`src/verilog/fcct_pkg.sv`:
```
// Purpose: Shared constants and carriers for the cycle timing sequencer
// Assumes: One 100 MHz clock, synchronous active-low reset
// Notes: Added control register sits outside the classic map

package fcct_pkg;

    // ************************************************************
    // Clock and machine cycle
    // ************************************************************
    localparam int CLK_PERIOD_NS = 10;
    localparam int CLKS_PER_MCYCLE = 4;
    localparam int TMR_SLOW_CLKS = 12;
    localparam int TMR_FAST_CLKS = 4;
    localparam logic [3:0] TMR_SLOW_LAST = 4'(TMR_SLOW_CLKS - 1);
    localparam logic [3:0] TMR_FAST_LAST = 4'(TMR_FAST_CLKS - 1);

    // ************************************************************
    // Instruction cycle limits
    // ************************************************************
    localparam logic [3:0] MIN_CYCLES = 4'h1;
    localparam logic [3:0] MAX_CYCLES = 4'h5;
    localparam logic [3:0] XMOVE_BASE_CYCLES = 4'h2;

    // ************************************************************
    // Added control register (timing control)
    // ************************************************************
    localparam logic [7:0] TCTL_ADDR = 8'h8E;
    localparam int TCTL_STRETCH_LSB = 0;
    localparam int TCTL_STRETCH_W = 3;
    localparam int TCTL_TFAST_BIT = 3;
    localparam logic [7:0] TCTL_RESET = 8'h01;
    localparam logic [7:0] TCTL_WMASK = 8'h0F;

    // ************************************************************
    // Phase codes, one-hot
    // ************************************************************
    localparam logic [3:0] PH0 = 4'h1;
    localparam logic [3:0] PH3 = 4'h8;

    // Sequencer states
    typedef enum logic [1:0] {
        FCCT_IDLE = 2'h1,
        FCCT_RUN = 2'h2
    } fcct_state_t;

    // Instruction descriptor from the decoder
    typedef struct packed {
        logic valid;
        logic [1:0] bytes;
        logic [1:0] extra;
        logic xmove;
        logic uses_ri;
        logic ri_sel;
    } fcct_instr_t;

    // Internal special register write port
    typedef struct packed {
        logic we;
        logic [7:0] addr;
        logic [7:0] data;
    } fcct_sfr_wr_t;

endpackage

```
`src/verilog/fcct_phase_gen.sv`:
```
// Purpose: Four-phase machine cycle counter with latch strobe
// Assumes: Runs on every clock, synchronous active-low reset
// Notes: Strobe is high for all of phase 0

`timescale 1ns/1ps

module fcct_phase_gen (
    // Clock and reset
    input wire logic sys_clk_i,
    input wire logic rst_b_i,
    // Phase outputs
    output logic [3:0] phase_o,
    output logic cycle_end_o,
    output logic ale_o
);

    logic [3:0] phase_q;
    logic [3:0] phase_d;
    logic ale_q;

    // Rotate one-hot phase, wrap every four clocks
    assign phase_d = {phase_q[2:0], phase_q[3]};
    assign phase_o = phase_q;
    assign cycle_end_o = (phase_q == fcct_pkg::PH3);
    assign ale_o = ale_q;

    // Reset parks in phase 3 so the first cycle opens cleanly
    always_ff @(posedge sys_clk_i) begin
        if (!rst_b_i) begin
            phase_q <= fcct_pkg::PH3;
            ale_q <= 1'b0;
        end else begin
            phase_q <= phase_d;
            ale_q <= (phase_d == fcct_pkg::PH0);
        end
    end

    // ************************************************************
    // Checks
    // ************************************************************
    chk_phase_one_hot: assert property (
        @(posedge sys_clk_i) disable iff (!rst_b_i)
        $onehot(phase_q))
        else $error("phase counter not one-hot");

    chk_ale_period: assert property (
        @(posedge sys_clk_i) disable iff (!rst_b_i)
        $rose(ale_q) |-> ##1 !ale_q [*3] ##1 ale_q)
        else $error("latch strobe not once per four clocks");

endmodule

```
`src/verilog/fcct_core_timing.sv`:
```
// Contract
// - Machine cycle lasts exactly four clocks
// - Timers tick every twelve clocks after reset
// - Software may select four-clock timer tick
// - One latch strobe per machine cycle
// - Fastest external data move takes two cycles
// - Three-byte direct move takes three cycles
// - Usually one machine cycle per instruction byte
// - Instructions last one to five cycles; external moves take two plus stretch, up to nine
// - Results and flags match classic core
// - Indirect operand uses register zero or one
// - Added controls avoid classic register addresses
//
// Purpose: Machine cycle and instruction timing sequencer
// Assumes: Decoder supplies byte count and extra cycles per opcode
// Notes: Data results are untouched here; only timing and operand addresses are produced

`timescale 1ns/1ps

module fcct_core_timing (
    // Clock and reset
    input wire logic sys_clk_i,
    input wire logic rst_b_i,
    // Instruction descriptor and operand sources
    input wire fcct_pkg::fcct_instr_t instr_i,
    input wire logic [7:0] r0_i,
    input wire logic [7:0] r1_i,
    input wire logic [7:0] p2_latch_i,
    // Internal special register writes
    input wire fcct_pkg::fcct_sfr_wr_t sfr_wr_i,
    // Cycle outputs
    output logic ale_o,
    output logic mcycle_end_o,
    // Instruction status
    output logic busy_o,
    output logic instr_taken_o,
    output logic instr_done_o,
    output logic [3:0] cycles_o,
    // Operand addresses
    output logic ind_valid_o,
    output logic [7:0] ind_addr_o,
    output logic ext_valid_o,
    output logic [15:0] ext_addr_o,
    // Timer side
    output logic timer_tick_o,
    output logic [7:0] tctl_o
);

    // ************************************************************
    // Helpers
    // ************************************************************

    // Cycle count: one per byte plus extras, clamped to 1..5; external moves take 2 plus stretch, unclamped
    function automatic logic [3:0] calc_cycles(
        input fcct_pkg::fcct_instr_t ins,
        input logic [2:0] stretch
    );
        logic [3:0] sum;
        sum = 4'({2'h0, ins.bytes}) + 4'({2'h0, ins.extra});
        if (ins.xmove) begin
            calc_cycles = fcct_pkg::XMOVE_BASE_CYCLES + 4'({1'b0, stretch});
        end else if (sum < fcct_pkg::MIN_CYCLES) begin
            calc_cycles = fcct_pkg::MIN_CYCLES;
        end else if (sum > fcct_pkg::MAX_CYCLES) begin
            calc_cycles = fcct_pkg::MAX_CYCLES;
        end else begin
            calc_cycles = sum;
        end
    endfunction

    // Classic register map, which the added control must never use
    function automatic logic is_classic_sfr(input logic [7:0] a);
        case (a)
            8'h80, 8'h81, 8'h82, 8'h83, 8'h87, 8'h88, 8'h89, 8'h8A,
            8'h8B, 8'h8C, 8'h8D, 8'h90, 8'h98, 8'h99, 8'hA0, 8'hA8,
            8'hB0, 8'hB8, 8'hC8, 8'hCA, 8'hCB, 8'hCC, 8'hCD, 8'hD0,
            8'hE0, 8'hF0: is_classic_sfr = 1'b1;
            default: is_classic_sfr = 1'b0;
        endcase
    endfunction

    // ************************************************************
    // Phase generator
    // ************************************************************
    logic [3:0] phase;
    logic cycle_end;
    logic ale_w;

    fcct_phase_gen u_phase (
        .sys_clk_i(sys_clk_i),
        .rst_b_i(rst_b_i),
        .phase_o(phase),
        .cycle_end_o(cycle_end),
        .ale_o(ale_w)
    );

    // ************************************************************
    // Timing control register
    // ************************************************************
    logic [7:0] tctl_q;
    logic [7:0] tctl_d;
    logic tctl_hit;
    logic [2:0] stretch;
    logic tfast;

    // Decode only the added address; classic addresses never land here
    assign tctl_hit = sfr_wr_i.we && (sfr_wr_i.addr == fcct_pkg::TCTL_ADDR)
        && !is_classic_sfr(sfr_wr_i.addr);
    assign tctl_d = tctl_hit ? (sfr_wr_i.data & fcct_pkg::TCTL_WMASK)
        : tctl_q;
    assign stretch = tctl_q[fcct_pkg::TCTL_STRETCH_LSB +:
        fcct_pkg::TCTL_STRETCH_W];
    assign tfast = tctl_q[fcct_pkg::TCTL_TFAST_BIT];

    // Reset value keeps the slow timer rate
    always_ff @(posedge sys_clk_i) begin
        if (!rst_b_i) begin
            tctl_q <= fcct_pkg::TCTL_RESET;
        end else begin
            tctl_q <= tctl_d;
        end
    end

    // ************************************************************
    // Timer prescaler
    // ************************************************************
    logic [3:0] pre_q;
    logic [3:0] pre_last;
    logic pre_wrap;
    logic tick_q;

    // Rate change takes effect at the next wrap or overshoot
    assign pre_last = tfast ? fcct_pkg::TMR_FAST_LAST
        : fcct_pkg::TMR_SLOW_LAST;
    assign pre_wrap = (pre_q >= pre_last);

    always_ff @(posedge sys_clk_i) begin
        if (!rst_b_i) begin
            pre_q <= 4'h0;
            tick_q <= 1'b0;
        end else begin
            pre_q <= pre_wrap ? 4'h0 : pre_q + 4'h1;
            tick_q <= pre_wrap;
        end
    end

    // ************************************************************
    // Instruction sequencer
    // ************************************************************
    fcct_pkg::fcct_state_t state_q;
    fcct_pkg::fcct_state_t state_d;
    logic [3:0] remain_q;
    logic [3:0] remain_d;
    logic [3:0] new_cycles;
    logic can_take;
    logic take;
    logic last_cycle;
    logic done_d;

    // Next instruction may start in the cycle after the last one
    assign last_cycle = (state_q == fcct_pkg::FCCT_RUN)
        && (remain_q == 4'h1);
    assign can_take = (state_q == fcct_pkg::FCCT_IDLE) || last_cycle;
    assign take = cycle_end && instr_i.valid && can_take;
    assign new_cycles = calc_cycles(instr_i, stretch);
    assign done_d = cycle_end && last_cycle;

    // Cycle counting only; operands and flags pass untouched
    always_comb begin
        state_d = state_q;
        remain_d = remain_q;
        case (state_q)
            fcct_pkg::FCCT_IDLE: begin
                if (take) begin
                    state_d = fcct_pkg::FCCT_RUN;
                    remain_d = new_cycles;
                end
            end
            fcct_pkg::FCCT_RUN: begin
                if (take) begin
                    remain_d = new_cycles;
                end else if (done_d) begin
                    state_d = fcct_pkg::FCCT_IDLE;
                    remain_d = 4'h0;
                end else if (cycle_end) begin
                    remain_d = remain_q - 4'h1;
                end
            end
            default: begin
                state_d = fcct_pkg::FCCT_IDLE;
                remain_d = 4'h0;
            end
        endcase
    end

    // ************************************************************
    // Registered outputs
    // ************************************************************
    logic busy_q;
    logic taken_q;
    logic done_q;
    logic mend_q;
    logic [3:0] cycles_q;
    logic ind_valid_q;
    logic [7:0] ind_addr_q;
    logic ext_valid_q;
    logic [15:0] ext_addr_q;
    logic [7:0] ri_val;

    assign ri_val = instr_i.ri_sel ? r1_i : r0_i;

    always_ff @(posedge sys_clk_i) begin
        if (!rst_b_i) begin
            state_q <= fcct_pkg::FCCT_IDLE;
            remain_q <= 4'h0;
            busy_q <= 1'b0;
            taken_q <= 1'b0;
            done_q <= 1'b0;
            mend_q <= 1'b0;
            cycles_q <= 4'h0;
        end else begin
            state_q <= state_d;
            remain_q <= remain_d;
            busy_q <= (state_d == fcct_pkg::FCCT_RUN);
            taken_q <= take;
            done_q <= done_d;
            mend_q <= cycle_end;
            if (take) begin
                cycles_q <= new_cycles;
            end
        end
    end

    // External moves address through the port 2 latch, not internal RAM
    always_ff @(posedge sys_clk_i) begin
        if (!rst_b_i) begin
            ind_valid_q <= 1'b0;
            ind_addr_q <= 8'h00;
            ext_valid_q <= 1'b0;
            ext_addr_q <= 16'h0000;
        end else if (take) begin
            ind_valid_q <= instr_i.uses_ri && !instr_i.xmove;
            ind_addr_q <= ri_val;
            ext_valid_q <= instr_i.uses_ri && instr_i.xmove;
            ext_addr_q <= {p2_latch_i, ri_val};
        end
    end

    assign ale_o = ale_w;
    assign mcycle_end_o = mend_q;
    assign busy_o = busy_q;
    assign instr_taken_o = taken_q;
    assign instr_done_o = done_q;
    assign cycles_o = cycles_q;
    assign ind_valid_o = ind_valid_q;
    assign ind_addr_o = ind_addr_q;
    assign ext_valid_o = ext_valid_q;
    assign ext_addr_o = ext_addr_q;
    assign timer_tick_o = tick_q;
    assign tctl_o = tctl_q;

    // ************************************************************
    // Checks
    // ************************************************************
    logic [3:0] tgap_q;

    // Clocks since the last timer tick, for rate checks
    always_ff @(posedge sys_clk_i) begin
        if (!rst_b_i) begin
            tgap_q <= 4'h0;
        end else begin
            tgap_q <= tick_q ? 4'h1 : tgap_q + 4'h1;
        end
    end

    chk_timer_slow_rate: assert property (
        @(posedge sys_clk_i) disable iff (!rst_b_i)
        (tick_q && !tfast && $stable(tctl_q) && tgap_q != 4'h0
            && $past(tick_q, 12)) |-> tgap_q == 4'hC)
        else $error("slow timer tick not every twelve clocks");

    chk_timer_fast_rate: assert property (
        @(posedge sys_clk_i) disable iff (!rst_b_i)
        (tick_q && tfast && $stable(tctl_q) && $past(tfast, 4))
            |-> ##4 tick_q)
        else $error("fast timer tick not every four clocks");

    chk_xmove_two_cycles: assert property (
        @(posedge sys_clk_i) disable iff (!rst_b_i)
        (take && instr_i.xmove && stretch == 3'h0)
            |-> ##2 !done_q [*7] ##1 done_q)
        else $error("fast external move not eight clocks");

    chk_direct_move_three: assert property (
        @(posedge sys_clk_i) disable iff (!rst_b_i)
        (take && !instr_i.xmove && instr_i.bytes == 2'h3
            && instr_i.extra == 2'h0) |-> ##13 done_q)
        else $error("three-byte move not twelve clocks");

    chk_cycle_range: assert property (
        @(posedge sys_clk_i) disable iff (!rst_b_i)
        (taken_q && !ext_valid_q) |-> (cycles_q >= fcct_pkg::MIN_CYCLES
            && (cycles_q <= fcct_pkg::MAX_CYCLES || $past(instr_i.xmove))))
        else $error("instruction length outside one to five cycles");

    chk_ind_select: assert property (
        @(posedge sys_clk_i) disable iff (!rst_b_i)
        (take && instr_i.uses_ri && !instr_i.xmove) |=> ind_valid_q
            && ind_addr_q == ($past(instr_i.ri_sel) ? $past(r1_i)
            : $past(r0_i)) && !ext_valid_q)
        else $error("indirect operand address wrong");

    chk_classic_untouched: assert property (
        @(posedge sys_clk_i) disable iff (!rst_b_i)
        (sfr_wr_i.we && is_classic_sfr(sfr_wr_i.addr)) |=> $stable(tctl_q))
        else $error("classic address changed timing control");

    chk_done_on_strobe: assert property (
        @(posedge sys_clk_i) disable iff (!rst_b_i)
        done_q |-> ale_w && mend_q)
        else $error("completion off machine cycle boundary");

endmodule

```
`config.mk`:
```
export PLATFORM = sky130hd
export DESIGN_NAME = fcct_core_timing
export DESIGN_NICKNAME = d
export VERILOG_FILES = /design/src/verilog/fcct_pkg.sv /design/src/verilog/fcct_phase_gen.sv /design/src/verilog/fcct_core_timing.sv
export SDC_FILE = /design/constraint.sdc
export NUM_CORES = 1
export LEC_CHECK = 0
export BUFFER_PORTS_ARGS = -buffer_cell sky130_fd_sc_hd__clkbuf_2
export CAP_MARGIN = 10
export CORE_MARGIN = 5
export CORE_UTILIZATION = 51
export CTS_BUF_LIST = sky130_fd_sc_hd__clkbuf_16
export DETAILED_ROUTE_END_ITERATION = 10
export GPL_ROUTABILITY_DRIVEN = 0
export PLACE_DENSITY = 0.84
export SLEW_MARGIN = 10
export SYNTH_ARGS = -nofsm -noshare
export SYNTH_HDL_FRONTEND = slang
export SYNTH_SLANG_ARGS = --single-unit
```
`constraint.sdc`:
```
create_clock -name sys_clk_i -period 3.57 [get_ports sys_clk_i]
set_input_delay 0.357 -clock sys_clk_i [delete_from_list [all_inputs] [get_ports sys_clk_i]]
set_output_delay 0.357 -clock sys_clk_i [all_outputs]
set_load 0.02 [all_outputs]
```
==> impl_metrics.tcl, run 1 <==
set metrics [dict create \
    first_iter_violations 99 \
    yosys_warnings 0 \
    area.growth.synth_to_final_pct 22.9 \
    whs_ps 288 \
    hold_path_class "in2reg" \
    cp-start-kind "register" \
    cts_setup_buffers 0 \
    htree_num_levels 2 \
    vias 1833 \
    cts_tree "yes" \
    grt_antenna_before_repair 0 \
    hold_viol 0 \
    wirelength_um 5000 \
    setup_viol 0 \
    fmax_ghz 0.435 \
    rows 23 \
    p_leak_nw 1.36 \
    whs_path_depth 3 \
    postRouteAntennaNets 0 \
    crit_type "reg2reg" \
    yosysTopAreaCellShare_pct 42.1 \
    grt.total_usage_pct 18.3 \
    clock-sinks 46 \
    grt_pass1_vias 1840 \
    yosys.area.top_type "dfxtp_1" \
    cts_made_buffers 5 \
    mostFrequentLayoutCells "86 x clkbuf_2, 46 x dfxtp_1, 35 x nand2_1" \
    grt_pass1_wl_um 7910 \
    initial_core_util_pct 53.6 \
    pin_count 95 \
    cts_resized 0 \
    fin_worst_skew_ps 5.09 \
    routedWlPerCell_um 14.1 \
    coreArea_mm2 0.00409 \
    setup_tns_ps 0 \
    max_cap_viol_count 0 \
    die_area_mm2 0.00570 \
    clockBufferDepth 2 \
    required_ps 3780 \
    async_flop_share_pct 0 \
    grt_max_degree 41 \
    synth-edff-count 0 \
    cts_root_buffer "clkbuf_16" \
    ys_top_cells_by_area "dfxtp_1 42%, mux2i_1 6.4%, nand2_1 6.0%" \
    crit_fanout 17 \
    io_buffers 86 \
    post-route-period-util_pct 64.4 \
    worst-slew-pin-transition_ps 888 \
    n_antenna_cell 0 \
    power_density_mw_per_mm2 488 \
    endpoint_kind "register" \
    die_x_um 75.5 \
    ir_drop_v 0.000294 \
    ys_ff_latch 46 \
    routed_via_density 5.16 \
    slew_violations 0 \
    drc 0 \
    num-fill-cells 354 \
    hpwl_um 3690 \
    status "complete, no violations" \
    cts_hold_buf 0 \
    seq_area_frac_synth_pct 42.1 \
    syn_area_mm2 0.00219 \
    max_slew_margin_pct 40.6 \
    rsz0062_at_grt "no" \
    dr.pass1.iters 4 \
    syn_avg_cell_area_um2 9.39 \
    synthCells 233 \
    drive_gt1_share_pct 33.8 \
    nets 364 \
    yosys_most_used_dff "dfxtp_1" \
    insertion_delay_ps 280 \
    finalCriticalPeriod_ps 2300 \
    final_common_cell "clkbuf_2" \
    yosysUniqueCellTypes 49 \
    overflow 0 \
    arrival_ps 2510 \
    r2r.worst_path.cells 4 \
    die_h_um 75.5 \
    path_clk_slew_ps 60 \
]
power breakdown:
group	leakage [nW]	internal [mW]	switching, mW
sequential	0.375	0.552	0.0267
clock	0.0750	0.257	0.186
combinational	0.911	0.117	0.175
total	1.36	0.925	0.388
area by class of cell:
type / count / area (um2) / area share [%]
multi-input cells: 159 / 1110 / 41.3
well taps: 50 / 62.6 / 2.33
repair buffers: 86 / 430 / 16.0
clock inverters: 3 / 17.5 / 0.651
clock buffers: 5 / 125 / 4.65
flip-flops and latches: 46 / 921 / 34.2
inverters: 6 / 22.5 / 0.837
state kept, by name (all words and copies together) (netlist names), 2 cells and up:
name	cells
cycles_o	4
ext_addr_o	9
ind_addr_o	7
pre_q	4
remain_q	4
state_q	2
tctl_o	4
u_phase.phase_o	4
layer usage:
layer	wire length, um	vias to the layer above	GRT usage, %
met4	96	0	6.60
met1	1920	826	19.7
met2	2490	75	32.8
met5	0	-	0
met3	495	8	6.46
li1	-	924	-
final timing paths:
path	startpoint	slack (ps)	end
hold reg to reg	ext_addr_o[11]$_SDFFE_PN0P_	450	ext_addr_o[11]$_SDFFE_PN0P_
setup reg to reg	u_phase.phase_o[2]$_SDFF_PN0_	1270	cycles_o[0]$_SDFFE_PN0P_
hold / removal	p2_latch_i[3]	290	ext_addr_o[11]$_SDFFE_PN0P_
setup / recovery	u_phase.phase_o[2]$_SDFF_PN0_	1270	cycles_o[0]$_SDFFE_PN0P_
Yosys cell counts, drive strengths merged, types with 2 or more instances:
library cell and number:
o21ai 3, nor2b 5, mux2i 14, nand2b 7, a21boi 12, buf 19
a31oi 2, a21oi 4, ha 8, xnor2 2, or2 2, nor2 11
dfxtp 46, nand2 35, and3 2, nand3 5, or4b 2, and2 7
inv 6, clkbuf 6, o211a 10, a211o 2, nor3 4
cells by family after synthesis:
logic type,count (synthesis),share of synthesized area (%)
AOI/OAI and AO/OA,42,15.4
xor gates and xnor gates,3,1.20
adders and majority gates,9,5.49
buffers and inverters,31,7.66
DFF,46,42.1
muxes,15,6.92
other,1,0.171
and+or+nand+nor,86,21.0
stage by stage:
stage | utilization (%) | worst slack (ps) | power, mW | instance area, um2 | cells
after floorplan | - | 1780 | 0.807 | 2200 | 236
after global placement | 62.3 | 1310 | 0.872 | 2550 | 347
after detailed placement | 62.3 | 1260 | 0.880 | 2550 | 347
after CTS | 65.8 | 1270 | 1.33 | 2690 | 355
after global routing | 65.8 | 1070 | 1.39 | 2690 | 355
final | 65.8 | 1270 | 1.31 | 2690 | 355
worst max-delay path: stages (launching register included):
cell,delay [ps]
dfxtp_1,320
nor4b_2,790
o211ai_2,530
or2_2,430
a21boi_0,140
Note: power is estimated with default switching activity, not from simulation.
==> run 2: changes to the inputs <==
- ABC_AREA: default -> 1
- CORE_UTILIZATION: 51 -> 43
- PLACE_DENSITY: 0.84 -> 0.75
- clock period: 3.57 -> 1.87 ns (I/O delays scaled with it)
==> impl_metrics.tcl, run 2 <==
set metrics [dict create \
    status "complete, no violations" \
    die_area_mm2 0.00671 \
    rsz0062_at_grt "no" \
    drt-met1-wl_um 2340 \
    area.growth.synth_to_final_pct 23.8 \
    die_h_um 81.9 \
    post-route-period-util_pct 90.7 \
    wl_met3_um 356 \
    die_x_um 81.9 \
    wirelength_um 5080 \
    vias 2082 \
    grt_max_degree 30 \
    nets 432 \
    n_antenna_cell 0 \
    seq_area_frac_synth_pct 41.4 \
    cts_made_buffers 5 \
    crit_fanout 19 \
    cts_root_buffer "clkbuf_16" \
    pin_count 95 \
    initial_core_util_pct 43.8 \
    power_density_mw_per_mm2 978 \
    htree_num_levels 2 \
    mostFrequentLayoutCells "86 x clkbuf_2, 51 x nand2_1, 46 x nor2_1, 46 x dfxtp_1, 31 x inv_1" \
    hold_viol 0 \
    cts_hold_buf 0 \
    whs_ps 120 \
    fin_worst_skew_ps 4.93 \
    dp_cells 435 \
    seqPwrFrac_pct 42.0 \
    setup_tns_ps 0 \
    drive_gt1_share_pct 30.8 \
    grt_pass1_wl_um 8670 \
    syn_area_mm2 0.00222 \
    insertion_delay_ps 280 \
    power.share.clock_pct 30.6 \
    power.internal_mw 1.83 \
    max_cap_viol_count 0 \
    cp-start-kind "register" \
    syn_avg_cell_area_um2 7.52 \
    yosys_warnings 0 \
    yosys.area.top_type "dfxtp_1" \
    clockBufferDepth 2 \
    p_total_mw 2.69 \
    required_ps 2080 \
    overflow 0 \
    routed_via_density 4.70 \
    hpwl_um 3950 \
    cp.depth 12 \
    worstHoldStart "sfr_wr_i[0]" \
    whs_path_depth 3 \
    setup_slack_ps 174 \
    preCtsSetupSlack_ps 119 \
    clock-sinks 46 \
    yosysTopAreaCellShare_pct 41.4 \
    max_slew_margin_pct 65.0 \
    yosys-top-cells-count "51 x nand2_1, 46 x dfxtp_1, 46 x nor2_1" \
    routedWlPerCell_um 11.5 \
    cp_cell_sequence "inv_1 -> ha_1 -> inv_1 -> nand2_2 -> nand2_4 -> buf_6 -> nand2_1 -> nand2_1 -> nand2_1 -> nand2_1 -> nand2_1 -> a21oi_1" \
    first_iter_violations 59 \
    top_layer "met4" \
    path_clk_slew_ps 60 \
    fin_cells 443 \
    worst-slew-pin-transition_ps 524 \
    dr.pass1.iters 4 \
    rows 26 \
    critical-path-top-delay-family "simple AND/OR/NAND/NOR gates" \
    fmax_ghz 0.590 \
    finalCriticalPeriod_ps 1700 \
    drc 0 \
    num-fill-cells 497 \
    power_frac_comb_pct 27.4 \
    p_leak_nw 1.42 \
    cp-startpoint "state_q[1]$_SDFF_PN0_" \
    synth-edff-count 0 \
    arrival_ps 1910 \
    setup_viol 0 \
    cp_slowest_stage_delay_ps 360 \
    hold_path_class "in2reg" \
    switching_share_pct 32.0 \
    grt.total_usage_pct 16.6 \
    postRouteAntennaNets 0 \
    cpMaxStageDelayCell "dfxtp_1" \
    coreArea_mm2 0.00507 \
    final_common_cell "clkbuf_2" \
    ir_drop_v 0.000418 \
    critical_path_buf_inv_count 3 \
    synthCells 296 \
    crit_type "reg2reg" \
    cts_resized 0 \
    cts_tree "yes" \
    r2r.worst_path.cells 12 \
    p_sw_mw 0.863 \
    grt_pass1_vias 1943 \
    synth_most_common_cell "nand2_1" \
    largest_register_ffs 9 \
    wl_met2_um 2310 \
    worst_path_most_repeated_cell "nand2_1" \
    ys_top_cells_by_area "dfxtp_1 41%, nand2_1 8.6%, nor2_1 7.8%" \
    endpoint_kind "register" \
    yosysUniqueCellTypes 32 \
    cts_setup_buffers 0 \
    io_buffers 86 \
    slew_violations 0 \
    grt_antenna_before_repair 0 \
    r2r-start "state_q[1]$_SDFF_PN0_" \
    yosys_most_used_dff "dfxtp_1" \
    async_flop_share_pct 0 \
    ys_ff_latch 46 \
]
run 2: cells by family (layout without fill, tap and decap cells):
group	Yosys count	after routing	share of synthesized area (%)
and+or+nand+nor	127	127	25.2
xor gates and xnor gates	2	2	0.788
other	1	4	0.169
buffers and inverters	56	130	13.2
adders and majority gates	9	9	5.40
AOI/OAI and AO/OA	55	55	13.9
DFF	46	46	41.4
run 2: worst paths after layout:
| path | to | slack [ps] |
|---|---|---|
| worst min-delay path | tctl_o[0]$_SDFFE_PN1P_ | 120 |
| worst min register to register | u_phase.phase_o[0]$_SDFF_PN0_ | 440 |
| worst max register to register | remain_q[3]$_SDFFE_PN0P_ | 170 |
| worst max-delay path | remain_q[3]$_SDFFE_PN0P_ | 170 |
run 2: worst reg2reg max path, cell delays in order, from the launching register on:
cell and delay [ps]:
dfxtp_1 360, inv_1 60, ha_1 250, inv_1 150, nand2_2 110, nand2_4 100
buf_6 190, nand2_1 70, nand2_1 50, nand2_1 50, nand2_1 60, nand2_1 50
a21oi_1 130
run 2: area by class of cell:
| cell class | count | area, um2 | share of cell area (%) |
|---|---|---|---|
| Sequential cell | 46 | 921 | 33.4 |
| Tap cell | 70 | 87.6 | 3.18 |
| Multi-Input combinational cell | 197 | 1020 | 37.1 |
| Clock buffer | 5 | 125 | 4.54 |
| Clock inverter | 3 | 12.5 | 0.454 |
| Timing Repair Buffer | 90 | 464 | 16.8 |
| Inverter | 32 | 123 | 4.45 |
run 2: power by group through the flow:
stage          Clock, mW  Combinational (mW)  Sequential, mW
5_1_grt            0.898               0.833            1.14
2_1_floorplan          0               0.514            1.21
3_3_place_gp           0               0.720            1.15
6_report           0.824               0.737            1.13
3_5_place_dp           0               0.733            1.15
4_1_cts            0.851               0.738            1.13
run 2: routing by layer:
metal / GRT usage, % / vias to the layer above
met5: 0 / -
met4: 5.98 / 0
li1: - / 1072
met2: 27.9 / 66
met1: 20.2 / 938
met3: 4.39 / 6
run 2: per-stage QoR:
| step | utilization [%] | cell area (um2) |
|---|---|---|
| global placement | 51.5 | 2610 |
| floorplan | - | 2240 |
| global route | 54.3 | 2760 |
| detailed placement | 51.5 | 2610 |
| CTS | 54.2 | 2750 |
| finish | 54.3 | 2760 |
==> run 3: changes to the inputs <==
- ABC_AREA: 1 -> default
- CORE_MARGIN: 5 -> 3
==> impl_metrics.tcl, run 3 (synthesis gave the netlist of run 1 again) <==
set metrics [dict create \
    status "complete, no violations" \
    cts_tree "yes" \
    overflow 0 \
    first_iter_violations 87 \
    slew_violations 0 \
    fin_worst_skew_ps 5.01 \
    grt.total_usage_pct 16.5 \
    grt_pass1_wl_um 7880 \
    wirelength_um 4700 \
    required_ps 2100 \
    finalCriticalPeriod_ps 1780 \
    rrSetupSlack_ps 90 \
    pin_count 95 \
    die_h_um 77.3 \
    drive_gt1_share_pct 35.6 \
    routed_via_density 4.89 \
    insertion_delay_ps 280 \
    p_total_mw 2.53 \
    cp-start-kind "register" \
    post-route-period-util_pct 95.2 \
    fin_cells 379 \
    io_buffers 86 \
    grt_max_degree 32 \
    num-fill-cells 433 \
    rows 25 \
    dpl_cell_area_mm2 0.00264 \
    setup_viol 0 \
    routedWlPerCell_um 12.4 \
    final_common_cell "clkbuf_2" \
    stdcell_area_mm2 0.00278 \
    path_clk_slew_ps 60 \
    die_area_mm2 0.00598 \
    cp_slowest_stage_delay_ps 570 \
    fmax_ghz 0.561 \
    largest_register_ffs 9 \
    cts_setup_buffers 0 \
    cp-startpoint "state_q[0]$_SDFF_PN1_" \
    area.growth.synth_to_final_pct 27.0 \
    dr.pass1.iters 4 \
    htree_num_levels 2 \
    crit_type "reg2reg" \
    cts_made_buffers 5 \
    rsz0062_at_grt "no" \
    setup_tns_ps 0 \
    coreArea_mm2 0.00482 \
    p_leak_nw 1.39 \
    drc 0 \
    clock-sinks 46 \
    cpMaxStageDelayCell "or4_4" \
    arrival_ps 2010 \
    power_density_mw_per_mm2 909 \
    nets 372 \
    endpoint_kind "register" \
    n_antenna_cell 0 \
    hold_viol 0 \
    postRouteAntennaNets 0 \
    ir_drop_v 0.000458 \
    clockBufferDepth 2 \
    grt_pass1_vias 1746 \
    grt_antenna_before_repair 0 \
    cts_root_buffer "clkbuf_16" \
    cp_cell_sequence "inv_1 -> ha_1 -> and4bb_2 -> or4_4 -> a21oi_2 -> a211o_1" \
    hold_path_class "in2reg" \
    initial_core_util_pct 45.4 \
    worstHoldStart "p2_latch_i[6]" \
    r2r-start "state_q[0]$_SDFF_PN1_" \
    dp_cells 372 \
    hpwl_um 3610 \
    critical_path_buf_inv_count 1 \
    max_cap_viol_count 0 \
    die_x_um 77.3 \
    vias 1852 \
    mostFrequentLayoutCells "86 x clkbuf_2, 46 x dfxtp_1, 35 x nand2_1" \
    critical-path-top-delay-family "simple AND/OR/NAND/NOR gates" \
    crit_fanout 7 \
]
run 3: cell count changes in the layout (fill, tap and decap cells not counted), sizes merged, moves of 7 or more:
cell    change
nor2       -39
inv        -26
o21ai      -23
a21oi      -22
nand2      -20
mux2i      +14
a21boi     +11
o211a      +10
nand3       -9
and2        +7
nand2b      +7
run 3: through the flow:
stage / setup slack, ps / util [%] / hold WS [ps]
floorplan: 163 / - / 315
global placement: 87.6 / 54.8 / 409
detailed placement: 36.6 / 54.8 / 412
CTS: 94.3 / 57.7 / 113
global route: 1.98 / 57.7 / 129
finish: 89.0 / 57.7 / 117
run 3: path summary, 6_finish.rpt:
path              cells after the start                           to
hold reg to reg                       2  ext_addr_o[10]$_SDFFE_PN0P_
setup / recovery                      6     remain_q[2]$_SDFFE_PN0P_
hold / removal                        3  ext_addr_o[14]$_SDFFE_PN0P_
setup reg to reg                      6     remain_q[2]$_SDFFE_PN0P_
run 3: repair_timing:
action                     4_1_cts  5_1_grt
setup endpoints to repair        0        1
gates resized for setup          0        1
hold buffers                     0        0
run 3: area by class of cell:
cell class,instances,area (um2),share of cell area (%)
clock inverters,2,11.3,0.405
flip-flops and latches,46,921,33.1
multi-input cells,159,1110,40.1
repair buffers,94,503,18.1
clock buffers,5,125,4.50
well taps,67,83.8,3.02
inverters,6,22.5,0.810
run 3: worst min-delay path: stages:
cell	delay, ps
clkbuf_2	80
nand2_1	40
a21boi_1	50
run 3: layer usage:
metal	share of wire [%]	up-vias	track usage [%]
met5	0	-	0
met4	1.2	0	6.05
met3	8.9	6	5.57
met2	45	79	27.6
met1	44	829	19.5
li1	-	938	-
run 3: where the power goes:
part / internal [mW] / switching, mW / total [mW]
clock: 0.482 / 0.352 / 0.834
sequential: 1.05 / 0.0511 / 1.10
combinational: 0.254 / 0.335 / 0.589
